===== config.mk =====
export PLATFORM = sky130hd
export DESIGN_NAME = cpusf_status_flags
export DESIGN_NICKNAME = d
export VERILOG_FILES = /design/src/rtl/cpusf_status_flags.v
export VERILOG_INCLUDE_DIRS = /design/src /design/src/rtl
export SDC_FILE = /design/constraint.sdc
export NUM_CORES = 1
export LEC_CHECK = 0
export BUFFER_PORTS_ARGS = -buffer_cell sky130_fd_sc_hd__buf_2
export CAP_MARGIN = 20
export CORE_MARGIN = 5
export CORE_UTILIZATION = 35
export CTS_CLUSTER_DIAMETER = 80
export DETAILED_ROUTE_END_ITERATION = 8
export GPL_TIMING_DRIVEN = 1
export MAX_ROUTING_LAYER = met4
export PLACE_DENSITY = 0.71
export REMOVE_ABC_BUFFERS = 1
export SYNTH_ARGS = -nofsm -noshare
export SYNTH_HDL_FRONTEND = slang
export SYNTH_SLANG_ARGS = --single-unit

===== constraint.sdc =====
create_clock -name clk -period 2.82 [get_ports clk]
set_input_delay 0.564 -clock clk [delete_from_list [all_inputs] [get_ports clk]]
set_output_delay 0.564 -clock clk [all_outputs]
set_load 0.01 [all_outputs]

===== src/rtl/cpusf_defines.vh =====
// Purpose: constants for the processor flags and reset-cause register
// Assumes: AXI4-Lite register access, 32-bit data
// Notes:   offsets are byte addresses
`ifndef CPUSF_DEFINES_VH
`define CPUSF_DEFINES_VH
`define CPUSF_OFF_FLAGS   4'h0
`define CPUSF_OFF_OP      4'h4
`define CPUSF_OFF_RESULT  4'h8
`define CPUSF_BIT_TIMEOUT 4
`define CPUSF_BIT_PWRDN   3
`define CPUSF_BIT_ZERO    2
`define CPUSF_BIT_NIBBLE  1
`define CPUSF_BIT_CARRY   0
`define CPUSF_RST_FLAGS   5'h18
// Operation codes written to the command register
`define CPUSF_OP_NONE     4'h0
`define CPUSF_OP_ADD      4'h1
`define CPUSF_OP_SUB      4'h2
`define CPUSF_OP_LOGIC    4'h3
`define CPUSF_OP_CLEAR       4'h4
`define CPUSF_OP_MOVE        4'h5
`define CPUSF_OP_WDOG_CLEAR  4'h6
`define CPUSF_OP_SLEEP       4'h7
`define CPUSF_OP_WDOG_EXPIRE 4'h8
`define CPUSF_RESP_OKAY   2'h0
`define CPUSF_RESP_SLVERR 2'h2
`endif


===== src/rtl/cpusf_status_flags.v =====
// Purpose: processor status register with ALU flags and reset-cause flags
// Assumes: one clock; operations issued by writes to a command register
// Notes:   command word = {file_to_status[12], op[11:8], operand_a[7:0]};
//          operand b is held in the result register (offset 8)
// Notes on behaviour
// [RULE1] Clear-file on status clears upper bits, sets zero flag.
// [RULE2] Software should alter status only with flag-neutral instructions.
// [RULE3] Bits 7 to 5 are unimplemented and read zero.
// [RULE4] Timeout flag set at power-up, watchdog clear, or sleep.
// [RULE5] Timeout flag cleared on watchdog timer time-out.
// [RULE6] Nibble carry flag reflects carry out of bit 3.
// [RULE7] Carry flag reflects carry out of the top bit.
// [RULE8] Add and subtract operations update carry and nibble carry.
// [RULE9] On subtraction a one means no borrow.
// [RULE10] Subtraction adds the two's complement of the second operand.
// [RULE11] Power-down flag set at power-up or watchdog clear, cleared by sleep.
// [RULE12] Zero flag follows whether an arithmetic or logic result is zero.
// [RULE13] Flag-writing instructions targeting status keep flag logic values.
// [RULE14] Timeout and power-down flags ignore register writes.
`timescale 1ns/1ns
`include "cpusf_defines.vh"
module cpusf_status_flags (
  // Clock and reset
  input  wire        clk,
  input  wire        rst_n,
  // AXI4-Lite write
  input  wire [3:0]  s_axi_awaddr,
  input  wire        s_axi_awvalid,
  output reg         s_axi_awready,
  input  wire [31:0] s_axi_wdata,
  input  wire [3:0]  s_axi_wstrb,
  input  wire        s_axi_wvalid,
  output reg         s_axi_wready,
  output reg  [1:0]  s_axi_bresp,
  output reg         s_axi_bvalid,
  input  wire        s_axi_bready,
  // AXI4-Lite read
  input  wire [3:0]  s_axi_araddr,
  input  wire        s_axi_arvalid,
  output reg         s_axi_arready,
  output reg  [31:0] s_axi_rdata,
  output reg  [1:0]  s_axi_rresp,
  output reg         s_axi_rvalid,
  input  wire        s_axi_rready,
  // Flag outputs
  output reg  [4:0]  status_q
);
  reg        aw_held_q;
  reg [3:0]  awaddr_q;
  reg        w_held_q;
  reg [31:0] wdata_q;
  reg [3:0]  wstrb_q;
  reg [7:0]  result_q;
  reg [3:0]  last_op_q;
  reg [4:0]  status_d;
  reg [7:0]  result_d;
  reg        wr_ok;

  wire       do_wr    = aw_held_q & w_held_q & ~s_axi_bvalid;
  wire       op_wr    = do_wr & (awaddr_q == `CPUSF_OFF_OP) & wstrb_q[0] & wstrb_q[1];
  wire [3:0] op       = wdata_q[11:8];
  wire       to_file  = wdata_q[12];
  wire [7:0] opa      = wdata_q[7:0];
  wire       is_sub   = (op == `CPUSF_OP_SUB);
  // [RULE10] Two's complement add
  wire [7:0] opb      = is_sub ? ~result_q : result_q;
  // Plus one as carry-in, not folded into b: folding loses
  // the nibble carry whenever the low nibble of b is zero
  wire [8:0] sum      = {1'b0, opa} + {1'b0, opb} + {8'h00, is_sub};
  wire [4:0] nib      = {1'b0, opa[3:0]} + {1'b0, opb[3:0]} + {4'h0, is_sub};
  wire       carry    = sum[8];
  wire       nibc     = nib[4];
  wire [7:0] logic_r  = opa & result_q;

  always @* begin
    status_d = status_q;
    result_d = result_q;
    wr_ok    = 1'b1;
    if (do_wr) begin
      case (awaddr_q)
        `CPUSF_OFF_FLAGS: begin
          // [RULE14] Only low three bits writable
          if (wstrb_q[0])
            status_d[2:0] = wdata_q[2:0];
        end
        `CPUSF_OFF_RESULT: begin
          if (wstrb_q[0])
            result_d = wdata_q[7:0];
        end
        `CPUSF_OFF_OP: begin
          if (op_wr) begin
            case (op)
              `CPUSF_OP_ADD, `CPUSF_OP_SUB: begin
                // [RULE8] Arithmetic flag update
                result_d = sum[7:0];
                // [RULE6] [RULE9] Nibble carry
                status_d[`CPUSF_BIT_NIBBLE] = nibc;
                // [RULE7] [RULE9] Top carry
                status_d[`CPUSF_BIT_CARRY]  = carry;
                // [RULE12] Zero detect
                status_d[`CPUSF_BIT_ZERO]   = (sum[7:0] == 8'h00);
                // [RULE13] File write to status blocked
              end
              `CPUSF_OP_LOGIC: begin
                result_d = logic_r;
                // [RULE12] Zero detect
                status_d[`CPUSF_BIT_ZERO] = (logic_r == 8'h00);
                // [RULE13] Carries not written
                // Destination status leaves them as they were;
                // only the zero flag follows the flag logic
              end
              `CPUSF_OP_CLEAR: begin
                // [RULE1] Clear-file on status
                result_d = 8'h00;
                status_d[`CPUSF_BIT_ZERO] = 1'b1;
              end
              `CPUSF_OP_MOVE: begin
                result_d = opa;
                if (to_file)
                  status_d[2:0] = opa[2:0];
              end
              `CPUSF_OP_WDOG_CLEAR: begin
                // [RULE4] [RULE11] Watchdog clear
                status_d[`CPUSF_BIT_TIMEOUT] = 1'b1;
                status_d[`CPUSF_BIT_PWRDN]   = 1'b1;
              end
              `CPUSF_OP_SLEEP: begin
                // [RULE4] [RULE11] Sleep
                status_d[`CPUSF_BIT_TIMEOUT] = 1'b1;
                status_d[`CPUSF_BIT_PWRDN]   = 1'b0;
              end
              `CPUSF_OP_WDOG_EXPIRE: begin
                // [RULE5] Watchdog time-out
                status_d[`CPUSF_BIT_TIMEOUT] = 1'b0;
              end
              `CPUSF_OP_NONE: begin
                result_d = result_q;
              end
              default: begin
                wr_ok = 1'b0;
              end
            endcase
          end
        end
        default: begin
          wr_ok = 1'b0;
        end
      endcase
    end
  end

  // Write channel: address and data taken in either order
  always @(posedge clk or negedge rst_n) begin
    if (!rst_n) begin
      aw_held_q     <= 1'b0;
      w_held_q      <= 1'b0;
      awaddr_q      <= 4'h0;
      wdata_q       <= 32'h0000_0000;
      wstrb_q       <= 4'h0;
      s_axi_awready <= 1'b0;
      s_axi_wready  <= 1'b0;
      s_axi_bvalid  <= 1'b0;
      s_axi_bresp   <= `CPUSF_RESP_OKAY;
      // [RULE4] [RULE11] Power-up values
      status_q      <= `CPUSF_RST_FLAGS;
      result_q      <= 8'h00;
      last_op_q     <= `CPUSF_OP_NONE;
    end else begin
      status_q      <= status_d;
      result_q      <= result_d;
      s_axi_awready <= ~aw_held_q & ~s_axi_awready & s_axi_awvalid;
      s_axi_wready  <= ~w_held_q & ~s_axi_wready & s_axi_wvalid;
      if (s_axi_awvalid & s_axi_awready) begin
        aw_held_q <= 1'b1;
        awaddr_q  <= {s_axi_awaddr[3:2], 2'b00};
      end
      if (s_axi_wvalid & s_axi_wready) begin
        w_held_q <= 1'b1;
        wdata_q  <= s_axi_wdata;
        wstrb_q  <= s_axi_wstrb;
      end
      if (do_wr) begin
        aw_held_q    <= 1'b0;
        w_held_q     <= 1'b0;
        s_axi_bvalid <= 1'b1;
        s_axi_bresp  <= wr_ok ? `CPUSF_RESP_OKAY : `CPUSF_RESP_SLVERR;
        if (op_wr)
          last_op_q <= op;
      end else if (s_axi_bvalid & s_axi_bready) begin
        s_axi_bvalid <= 1'b0;
      end
    end
  end

  // Read channel; one cycle from address to data
  always @(posedge clk or negedge rst_n) begin
    if (!rst_n) begin
      s_axi_arready <= 1'b0;
      s_axi_rvalid  <= 1'b0;
      s_axi_rdata   <= 32'h0000_0000;
      s_axi_rresp   <= `CPUSF_RESP_OKAY;
    end else begin
      s_axi_arready <= ~s_axi_arready & ~s_axi_rvalid & s_axi_arvalid;
      if (s_axi_arvalid & s_axi_arready) begin
        s_axi_rvalid <= 1'b1;
        s_axi_rresp  <= `CPUSF_RESP_OKAY;
        case ({s_axi_araddr[3:2], 2'b00})
          // [RULE3] Upper bits read zero
          `CPUSF_OFF_FLAGS:  s_axi_rdata <= {27'h0, status_q};
          `CPUSF_OFF_OP:     s_axi_rdata <= {28'h0, last_op_q};
          `CPUSF_OFF_RESULT: s_axi_rdata <= {24'h0, result_q};
          default: begin
            s_axi_rdata <= 32'h0000_0000;
            s_axi_rresp <= `CPUSF_RESP_SLVERR;
          end
        endcase
      end else if (s_axi_rvalid & s_axi_rready) begin
        s_axi_rvalid <= 1'b0;
      end
    end
  end
endmodule


=== Word-level counts from Yosys, hierarchy flattened ===
Cells that the tools add are included.

* Word-level logic and storage cells: 118
* Bits of input ports: 51
* Output and inout bits: 46
* Bits in registers: 77

* Reductions and logical operators: 24
* Mux-type cells: 28
* Add/subtract/negate cells: 4
* Bitwise operators: 25
* Eq/ne operators: 18

{| class="wikitable"
|+ Operator list
! kind !! number
|-
| 8-bit one-hot mux with 4 select lines || 1
|-
| 8-bit two-way mux || 3
|-
| 8-bit one-hot mux with 3 select lines || 1
|-
| 1-bit bitwise AND || 16
|-
| 4-bit by 3-bit == test with 1-bit output, second input constant || 4
|-
| 8-bit zero test || 2
|-
| 8-bit one-hot mux with 2 select lines || 1
|-
| 2-bit nonzero test || 8
|-
| 6-bit AND reduction || 2
|-
| 1-bit two-way mux || 11
|-
| 8-bit by 8-bit adder with 9-bit output || 1
|-
| 9-bit by 1-bit adder with 9-bit output || 1
|-
| 3-bit two-way mux || 3
|-
| 9-bit OR reduction || 1
|-
| 8-bit bitwise AND || 1
|-
| 4-bit by 2-bit == test with 1-bit output, second input constant || 2
|-
| 4-bit zero test || 2
|-
| 8-bit inverter || 1
|-
| 4-bit AND reduction || 2
|-
| 1-bit inverter || 7
|-
| 2-bit != test, second input constant || 3
|-
| 1-bit one-hot mux with 2 select lines || 3
|-
| 3-bit one-hot mux with 2 select lines || 1
|-
| 2-bit OR reduction || 3
|-
| other kinds (16) || 19
|}

=== Longest topological paths before layout ===
* Depth after elaboration: 9
* Mapped depth: 11
* Gate-level depth less buffers: 9

=== Least setup slack after synthesis ===
No wires, ideal clock.

* Kind: register -> register
* From: register wdata_q[9]
* To: register result_q[5]
* Required time: 2,742 ps
* Path buffers: 2
* Period minus slack after synthesis: 2,859 ps
* Arrival time: 2,782 ps
* Setup time: 78 ps
* Stages on the path, launching flop included: 12
* Path slack: -39 ps
* Path through: dfrtp_1 -> buf_2 -> nor4b_1 -> buf_4 -> xnor2_1 -> ha_1 -> and4_1 -> a2111oi_1 -> o21bai_1 -> xnor2_1 -> o31a_1 -> a21oi_1

* Cells in the longest elaborated chain, start to end: 7
* Elaborated cells between the ends (all ways): 14
* Classes of those cells: add/sub (2); eq/ne (6); mux (4); reduce/logical (2)

{| class="wikitable"
|+ Ends and longest elaborated chain
! element !! RTL line !! text
|-
| start: declaration || cpusf_status_flags.v:51 || <nowiki>reg [31:0] wdata_q;</nowiki>
|-
| start signal: assignment || cpusf_status_flags.v:179 || <nowiki>wdata_q <= s_axi_wdata;</nowiki>
|-
| 4-bit by 2-bit == test with 1-bit output || cpusf_status_flags.v:92 || <nowiki>case (op)</nowiki>
|-
| 8-bit two-way mux || cpusf_status_flags.v:66 || <nowiki>wire [7:0] opb = is_sub ? ~result_q : result_q;</nowiki>
|-
| 8-bit by 8-bit adder with 9-bit output || cpusf_status_flags.v:69 || <nowiki>wire [8:0] sum = {1'b0, opa} + {1'b0, opb} + {8'h00, is_sub};</nowiki>
|-
| 9-bit by 1-bit adder with 9-bit output || cpusf_status_flags.v:69 ||
|-
| 8-bit one-hot mux with 4 select lines || cpusf_status_flags.v:92 ||
|-
| 8-bit two-way mux || cpusf_status_flags.v:91 || <nowiki>if (op_wr) begin</nowiki>
|-
| 8-bit one-hot mux with 2 select lines || cpusf_status_flags.v:80 || <nowiki>case (awaddr_q)</nowiki>
|-
| end signal: assignment || cpusf_status_flags.v:170 || <nowiki>result_q <= result_d;</nowiki>
|-
| end: declaration || cpusf_status_flags.v:53 || <nowiki>reg [7:0] result_q;</nowiki>
|}

Several ways; a longest one is shown, not always the timed one. The select of a mux whose other input is x is not followed.
A chain may end at the register's enable or synchronous reset.

=== Worst setup path after layout ===
* From: register wdata_q[11]
* To: register status_q[2]

* Cells in the longest elaborated chain, start to end: 8
* Elaborated cells between the ends (all ways): 16
* Classes of those cells: add/sub (2); eq/ne (7); mux (4); reduce/logical (3)

{| class="wikitable"
|+ Ends and longest elaborated chain
! element !! RTL line !! text
|-
| 4-bit by 2-bit == test with 1-bit output || cpusf_status_flags.v:92 ||
|-
| 8-bit two-way mux || cpusf_status_flags.v:66 ||
|-
| 8-bit by 8-bit adder with 9-bit output || cpusf_status_flags.v:69 ||
|-
| 9-bit by 1-bit adder with 9-bit output || cpusf_status_flags.v:69 ||
|-
| 8-bit zero test || cpusf_status_flags.v:101 || <nowiki>status_d[`CPUSF_BIT_ZERO] = (sum[7:0] == 8'h00);</nowiki>
|-
| 1-bit one-hot mux with 4 select lines || cpusf_status_flags.v:92 ||
|-
| 3-bit two-way mux || cpusf_status_flags.v:91 ||
|-
| 3-bit one-hot mux with 2 select lines || cpusf_status_flags.v:80 ||
|-
| end signal: assignment || cpusf_status_flags.v:165 || <nowiki>status_q <= `CPUSF_RST_FLAGS;</nowiki>
|-
| end signal: assignment || cpusf_status_flags.v:169 || <nowiki>status_q <= status_d;</nowiki>
|-
| end: declaration || cpusf_status_flags.v:46 || <nowiki>output reg [4:0] status_q</nowiki>
|}

Several ways; a longest one is shown, not always the timed one. The select of a mux whose other input is x is not followed.

==> flow_results.org <==
** Run status
- The flow ran to the end, and the final reports show no timing, DRC or antenna violations.

** Clocking
- The later pin in the worst-skew pair is clocked with a latency of 0.31 ns.
- The clock passes through at most 2 buffers.
- TritonCTS built the clock tree.
- CTS placed an instance of sky130_fd_sc_hd__clkbuf_8 at the clock tree root.
- Max H-tree Level :: 2
- Clock tree synthesis inserted a total of 5 buffers.
- After clock tree synthesis, the clock-pin slew on the worst setup and hold paths is 0.10 ns.
- Counting every sink on the clock net gives approximately 50.
- Hold buffer count at cts :: 0

** STA
- The final number of hold-violating endpoints was 0.
- Derived from the worst setup path, the maximum achievable clock frequency is 0.369 GHz.
- Setup violations remaining at the end of the flow were counted as 0.
- Slew headroom :: 56.3%
- Final Critical Period :: 2.71 ns
- Setup repair after global routing could not meet its margin everywhere.
- Final clock period utilization by the worst path :: between 90% and 100%
- Total count of max-transition violations in the final report :: 0
- Final clock skew :: 0.00622 ns
- Worst Tran Pin Value :: 0.653 ns
- Sum Neg Setup Slack :: 0 ns

** Synth
- Register bit count reported by yosys :: 51
- Number of enable flip-flop cells after synthesis :: 0
- Parity-gate share of the synthesized area counting xor and xnor cells :: ~3.5%
- Averaged over all synthesized cells, the footprint is 9.82 sq um.
- Of all flip-flops after synthesis, the portion carrying an async set or reset was 100%.
- For this run, the register share of the synthesized area comes to 42.2%.
- Synth Cell Area :: 0.00303 sq mm
- Post-synthesis share of cell area spent on and, or, nand and nor gates :: 12.5%
- In the synthesized netlist, mux cells make up 10.9% of the area.
- Yosys mapped the design onto 53 distinct sky130hd cell types.
- Yosys warnings :: 0
- Summing the areas of all compound-gate instances in the mapped netlist gives 16.6% of the synthesized area.
- Of the total synthesized cell area, the portion taken by full adders, half adders and majority gates is 4.37%.
- Main combinational cell family by area after synthesis :: compound AO/OA/AOI/OAI gates
- Primary FF master, synth :: sky130_fd_sc_hd__dfrtp_1
- Synthesis produced a netlist whose cell count is 309.

** Worst setup path
- For this run, the slowest stage of the critical path takes 0.40 ns.
- The worst setup path is launched from a flip-flop.
- For the worst setup path, the data arrival time is approximately 2.9 ns.
- Data required time at the worst endpoint :: 3.04 ns
- The slowest stage of the critical path is the sky130_fd_sc_hd__dfrtp_1 cell.
- Of all nets on the critical path, the largest fanout is 5.
- Type of the worst setup path :: reg2reg
- CP Cell Sequence :: nor4b_2, buf_4, xnor2_2, ha_1, and3b_2, a2111oi_4, o21bai_1, xnor2_1, nand2_1, o41ai_2
- The worst setup path is captured at a flip-flop.

** Pwr
- For this design the ratio of total power to cell area is 1180 mW/mm^2.
- Leakage dissipation :: 1.67 nW
- Power consumption :: 0.00414 W
- Peak supply drop :: 0.440 mV

** Routing
- The routed design has 6980 microns of wire.
- Using the TritonRoute via totals, the vias-per-cell ratio works out to between 5 and 6.
- For this block, the initial DRC count from the detailed router was 130.
- Routed wirelength normalized by instance count :: 14.8 microns
- After detailed routing, the number of remaining DRC violations is 0.
- The count of nets left with antenna violations once routing finished came out at 0.
- Vias after detailed routing :: 2,384
- The first TritonRoute pass finished after 4 iterations.

** Die
- The floorplan step set the die height to 103 microns.
- Standard cell core area :: around 0.0086 sq mm
- Die width :: 103 microns
- Floorplan die area :: roughly 0.011 sq mm
- For this design the top-level I/O count stands at just under 100.
- Row count :: 34
- Starting utilization of the core area :: 35.3%

** Finish
- The repair_antennas step left the layout with diodes totalling 0.
- Post-layout net count :: 425
- Signed area change from the synthesized netlist to the final layout :: 16.0%
- The post-route netlist has 29.3% of its cells at a drive strength greater than 1.

** Placed design
- Count of port buffers added during placement :: 45
- Routability-driven placement finished with a final weighted congestion of 0.875.
- Hpwl dp :: ~5300 microns

** Global routing
- The initial antenna violation count came to 0.
- Entering global routing, the biggest net connects 52 pins.
- The number of global-route vias before repair came to 2,236.
- Global routing used 13.6% of the available tracks across all layers.
- Global-route wire length before repair :: 10,900 microns
- For this run the aggregate overflow at the end of global routing stands at 0.

** Worst hold path
- HP Class :: in2async

** Flow run
- Max-cap violations in this run came to 0.
[cell usage after synthesis, types with 2 or more instances]
| cell type | n | share of area [%] |
|---|---|---|
| sky130_fd_sc_hd__a211oi_1 | 2 | 0.49 |
| sky130_fd_sc_hd__a21o_1 | 3 | 0.74 |
| sky130_fd_sc_hd__a21oi_1 | 25 | 4.1 |
| sky130_fd_sc_hd__a221oi_1 | 2 | 0.58 |
| sky130_fd_sc_hd__a22o_1 | 3 | 0.87 |
| sky130_fd_sc_hd__a22oi_1 | 6 | 1.5 |
| sky130_fd_sc_hd__a31oi_1 | 3 | 0.62 |
| sky130_fd_sc_hd__and3_1 | 2 | 0.41 |
| sky130_fd_sc_hd__buf_2 | 3 | 0.49 |
| sky130_fd_sc_hd__buf_4 | 29 | 7.2 |
| sky130_fd_sc_hd__clkbuf_1 | 7 | 0.87 |
| sky130_fd_sc_hd__dfrtp_1 | 49 | 40 |
| sky130_fd_sc_hd__dfstp_2 | 2 | 1.7 |
| sky130_fd_sc_hd__ha_1 | 9 | 3.7 |
| sky130_fd_sc_hd__inv_1 | 11 | 1.4 |
| sky130_fd_sc_hd__mux2_2 | 24 | 8.9 |
| sky130_fd_sc_hd__mux2i_1 | 6 | 2.0 |
| sky130_fd_sc_hd__nand2_1 | 24 | 3.0 |
| sky130_fd_sc_hd__nand2b_1 | 3 | 0.62 |
| sky130_fd_sc_hd__nand3_1 | 4 | 0.66 |
| sky130_fd_sc_hd__nand4_1 | 2 | 0.41 |
| sky130_fd_sc_hd__nor2_1 | 18 | 2.2 |
| sky130_fd_sc_hd__nor2b_1 | 3 | 0.62 |
| sky130_fd_sc_hd__nor3_1 | 5 | 0.82 |
| sky130_fd_sc_hd__nor3b_1 | 4 | 0.99 |
| sky130_fd_sc_hd__o21ai_0 | 18 | 3.0 |
| sky130_fd_sc_hd__o22ai_1 | 5 | 1.0 |
| sky130_fd_sc_hd__o31a_1 | 2 | 0.58 |
| sky130_fd_sc_hd__xnor2_1 | 9 | 2.6 |
| sky130_fd_sc_hd__xor2_1 | 3 | 0.87 |
[per-layer routing]
layer	global-route usage [%]	part of all wire, %	up-vias	wire, microns
li1	-	-	1164	-
met1	18.2	46	1131	3230
met2	20.8	46	79	3220
met3	3.32	5.9	10	414
met4	3.39	1.5	0	108
met5	-	0	-	0
[state kept, by name, summed over array words and instances (netlist names), 2 cells and up]
name,count
wdata_q,13
last_op_q,4
s_axi_rdata,8
awaddr_q,2
result_q,8
status_q,5
wstrb_q,2
[final cells by class]
cell class                      instances  area [sq um]
Clock inverter                          3          26.3
Clock buffer                            5          68.8
Inverter                               11          41.3
Sequential cell                        51          1280
Tap cell                              108           135
Timing Repair Buffer                   62           353
Multi-Input combinational cell        233          1620
Fill cell                             849          5070
[kinds of logic after synthesis]
family	after synthesis
AOI/OAI and AO/OA	80
buffers and inverters	50
xor gates and xnor gates	12
adders and majority gates	10
DFF	51
other	1
muxes	30
and+or+nand+nor	75
[power by group]
group	internal (W)	leakage [nW]	total [W]	switching, W
clock network	0.000183	0.0491	0.000450	0.000267
registers	0.00101	0.644	0.00132	0.000310
logic	0.00111	0.982	0.00236	0.00125
[final timing paths]
path                       slack [ns]          start             to  cells after the start
max                              0.11    wdata_q[11]    status_q[2]                     10
min in group clk                 0.42   s_axi_bready   s_axi_bvalid                      2
max in group asynchronous        2.05          rst_n    status_q[2]                      2
max reg2reg                      0.11    wdata_q[11]    status_q[2]                     10
min reg2reg                      0.46  s_axi_arready  s_axi_arready                      1
min                              0.34          rst_n  s_axi_awready                      2
[worst max-delay path, delay by kind of cell, from the launching register on]
kind                     cells  cell delay, ns
buffers and inverters        1            0.20
adder cells (fa/ha/maj)      1            0.33
AND/OR/NAND/NOR              3            0.63
AO/OA/AOI/OAI                3            0.73
flip-flops                   1            0.40
XOR/XNOR                     2            0.32
[through the flow]
stage               std cells  hold WS, ns  setup slack (ns)  util [%]  area (sq um)
floorplan                 295        0.268             -1.14         -          2870
global placement          465        0.437           -0.0128      39.1          3360
detailed placement        465        0.457            -0.108      39.1          3360
CTS                       473        0.368            0.0382      40.4          3470
global route              473        0.405           -0.0948      40.9          3520
finish                    473        0.342             0.111      40.9          3520
[placed cells by master, fill, tap and decap left out, types with 3 or more instances in the layout]
master / n
sky130_fd_sc_hd__nor3_1: 5
sky130_fd_sc_hd__xnor2_1: 7
sky130_fd_sc_hd__clkbuf_8: 5
sky130_fd_sc_hd__nand2_1: 24
sky130_fd_sc_hd__dfrtp_1: 49
sky130_fd_sc_hd__buf_4: 17
sky130_fd_sc_hd__mux2_2: 24
sky130_fd_sc_hd__a22o_1: 3
sky130_fd_sc_hd__inv_1: 11
sky130_fd_sc_hd__nor2_1: 18
sky130_fd_sc_hd__nor3b_1: 4
sky130_fd_sc_hd__buf_2: 45
sky130_fd_sc_hd__nor2b_1: 3
sky130_fd_sc_hd__a21o_1: 3
sky130_fd_sc_hd__nand2b_1: 3
sky130_fd_sc_hd__a31oi_1: 3
sky130_fd_sc_hd__o22ai_1: 5
sky130_fd_sc_hd__a22oi_1: 6
sky130_fd_sc_hd__ha_1: 9
sky130_fd_sc_hd__o21ai_0: 16
sky130_fd_sc_hd__nand3_1: 4
sky130_fd_sc_hd__a21oi_1: 24
sky130_fd_sc_hd__conb_1: 26
sky130_fd_sc_hd__mux2i_1: 6
[what timing repair did]
item	in CTS	in global routing
pin swaps	0	9
endpoints found under the setup margin	3	6
setup buffers	0	0
resized for setup	2	10
endpoints found under the hold margin	0	0
(Power assumes the default switching activity.)
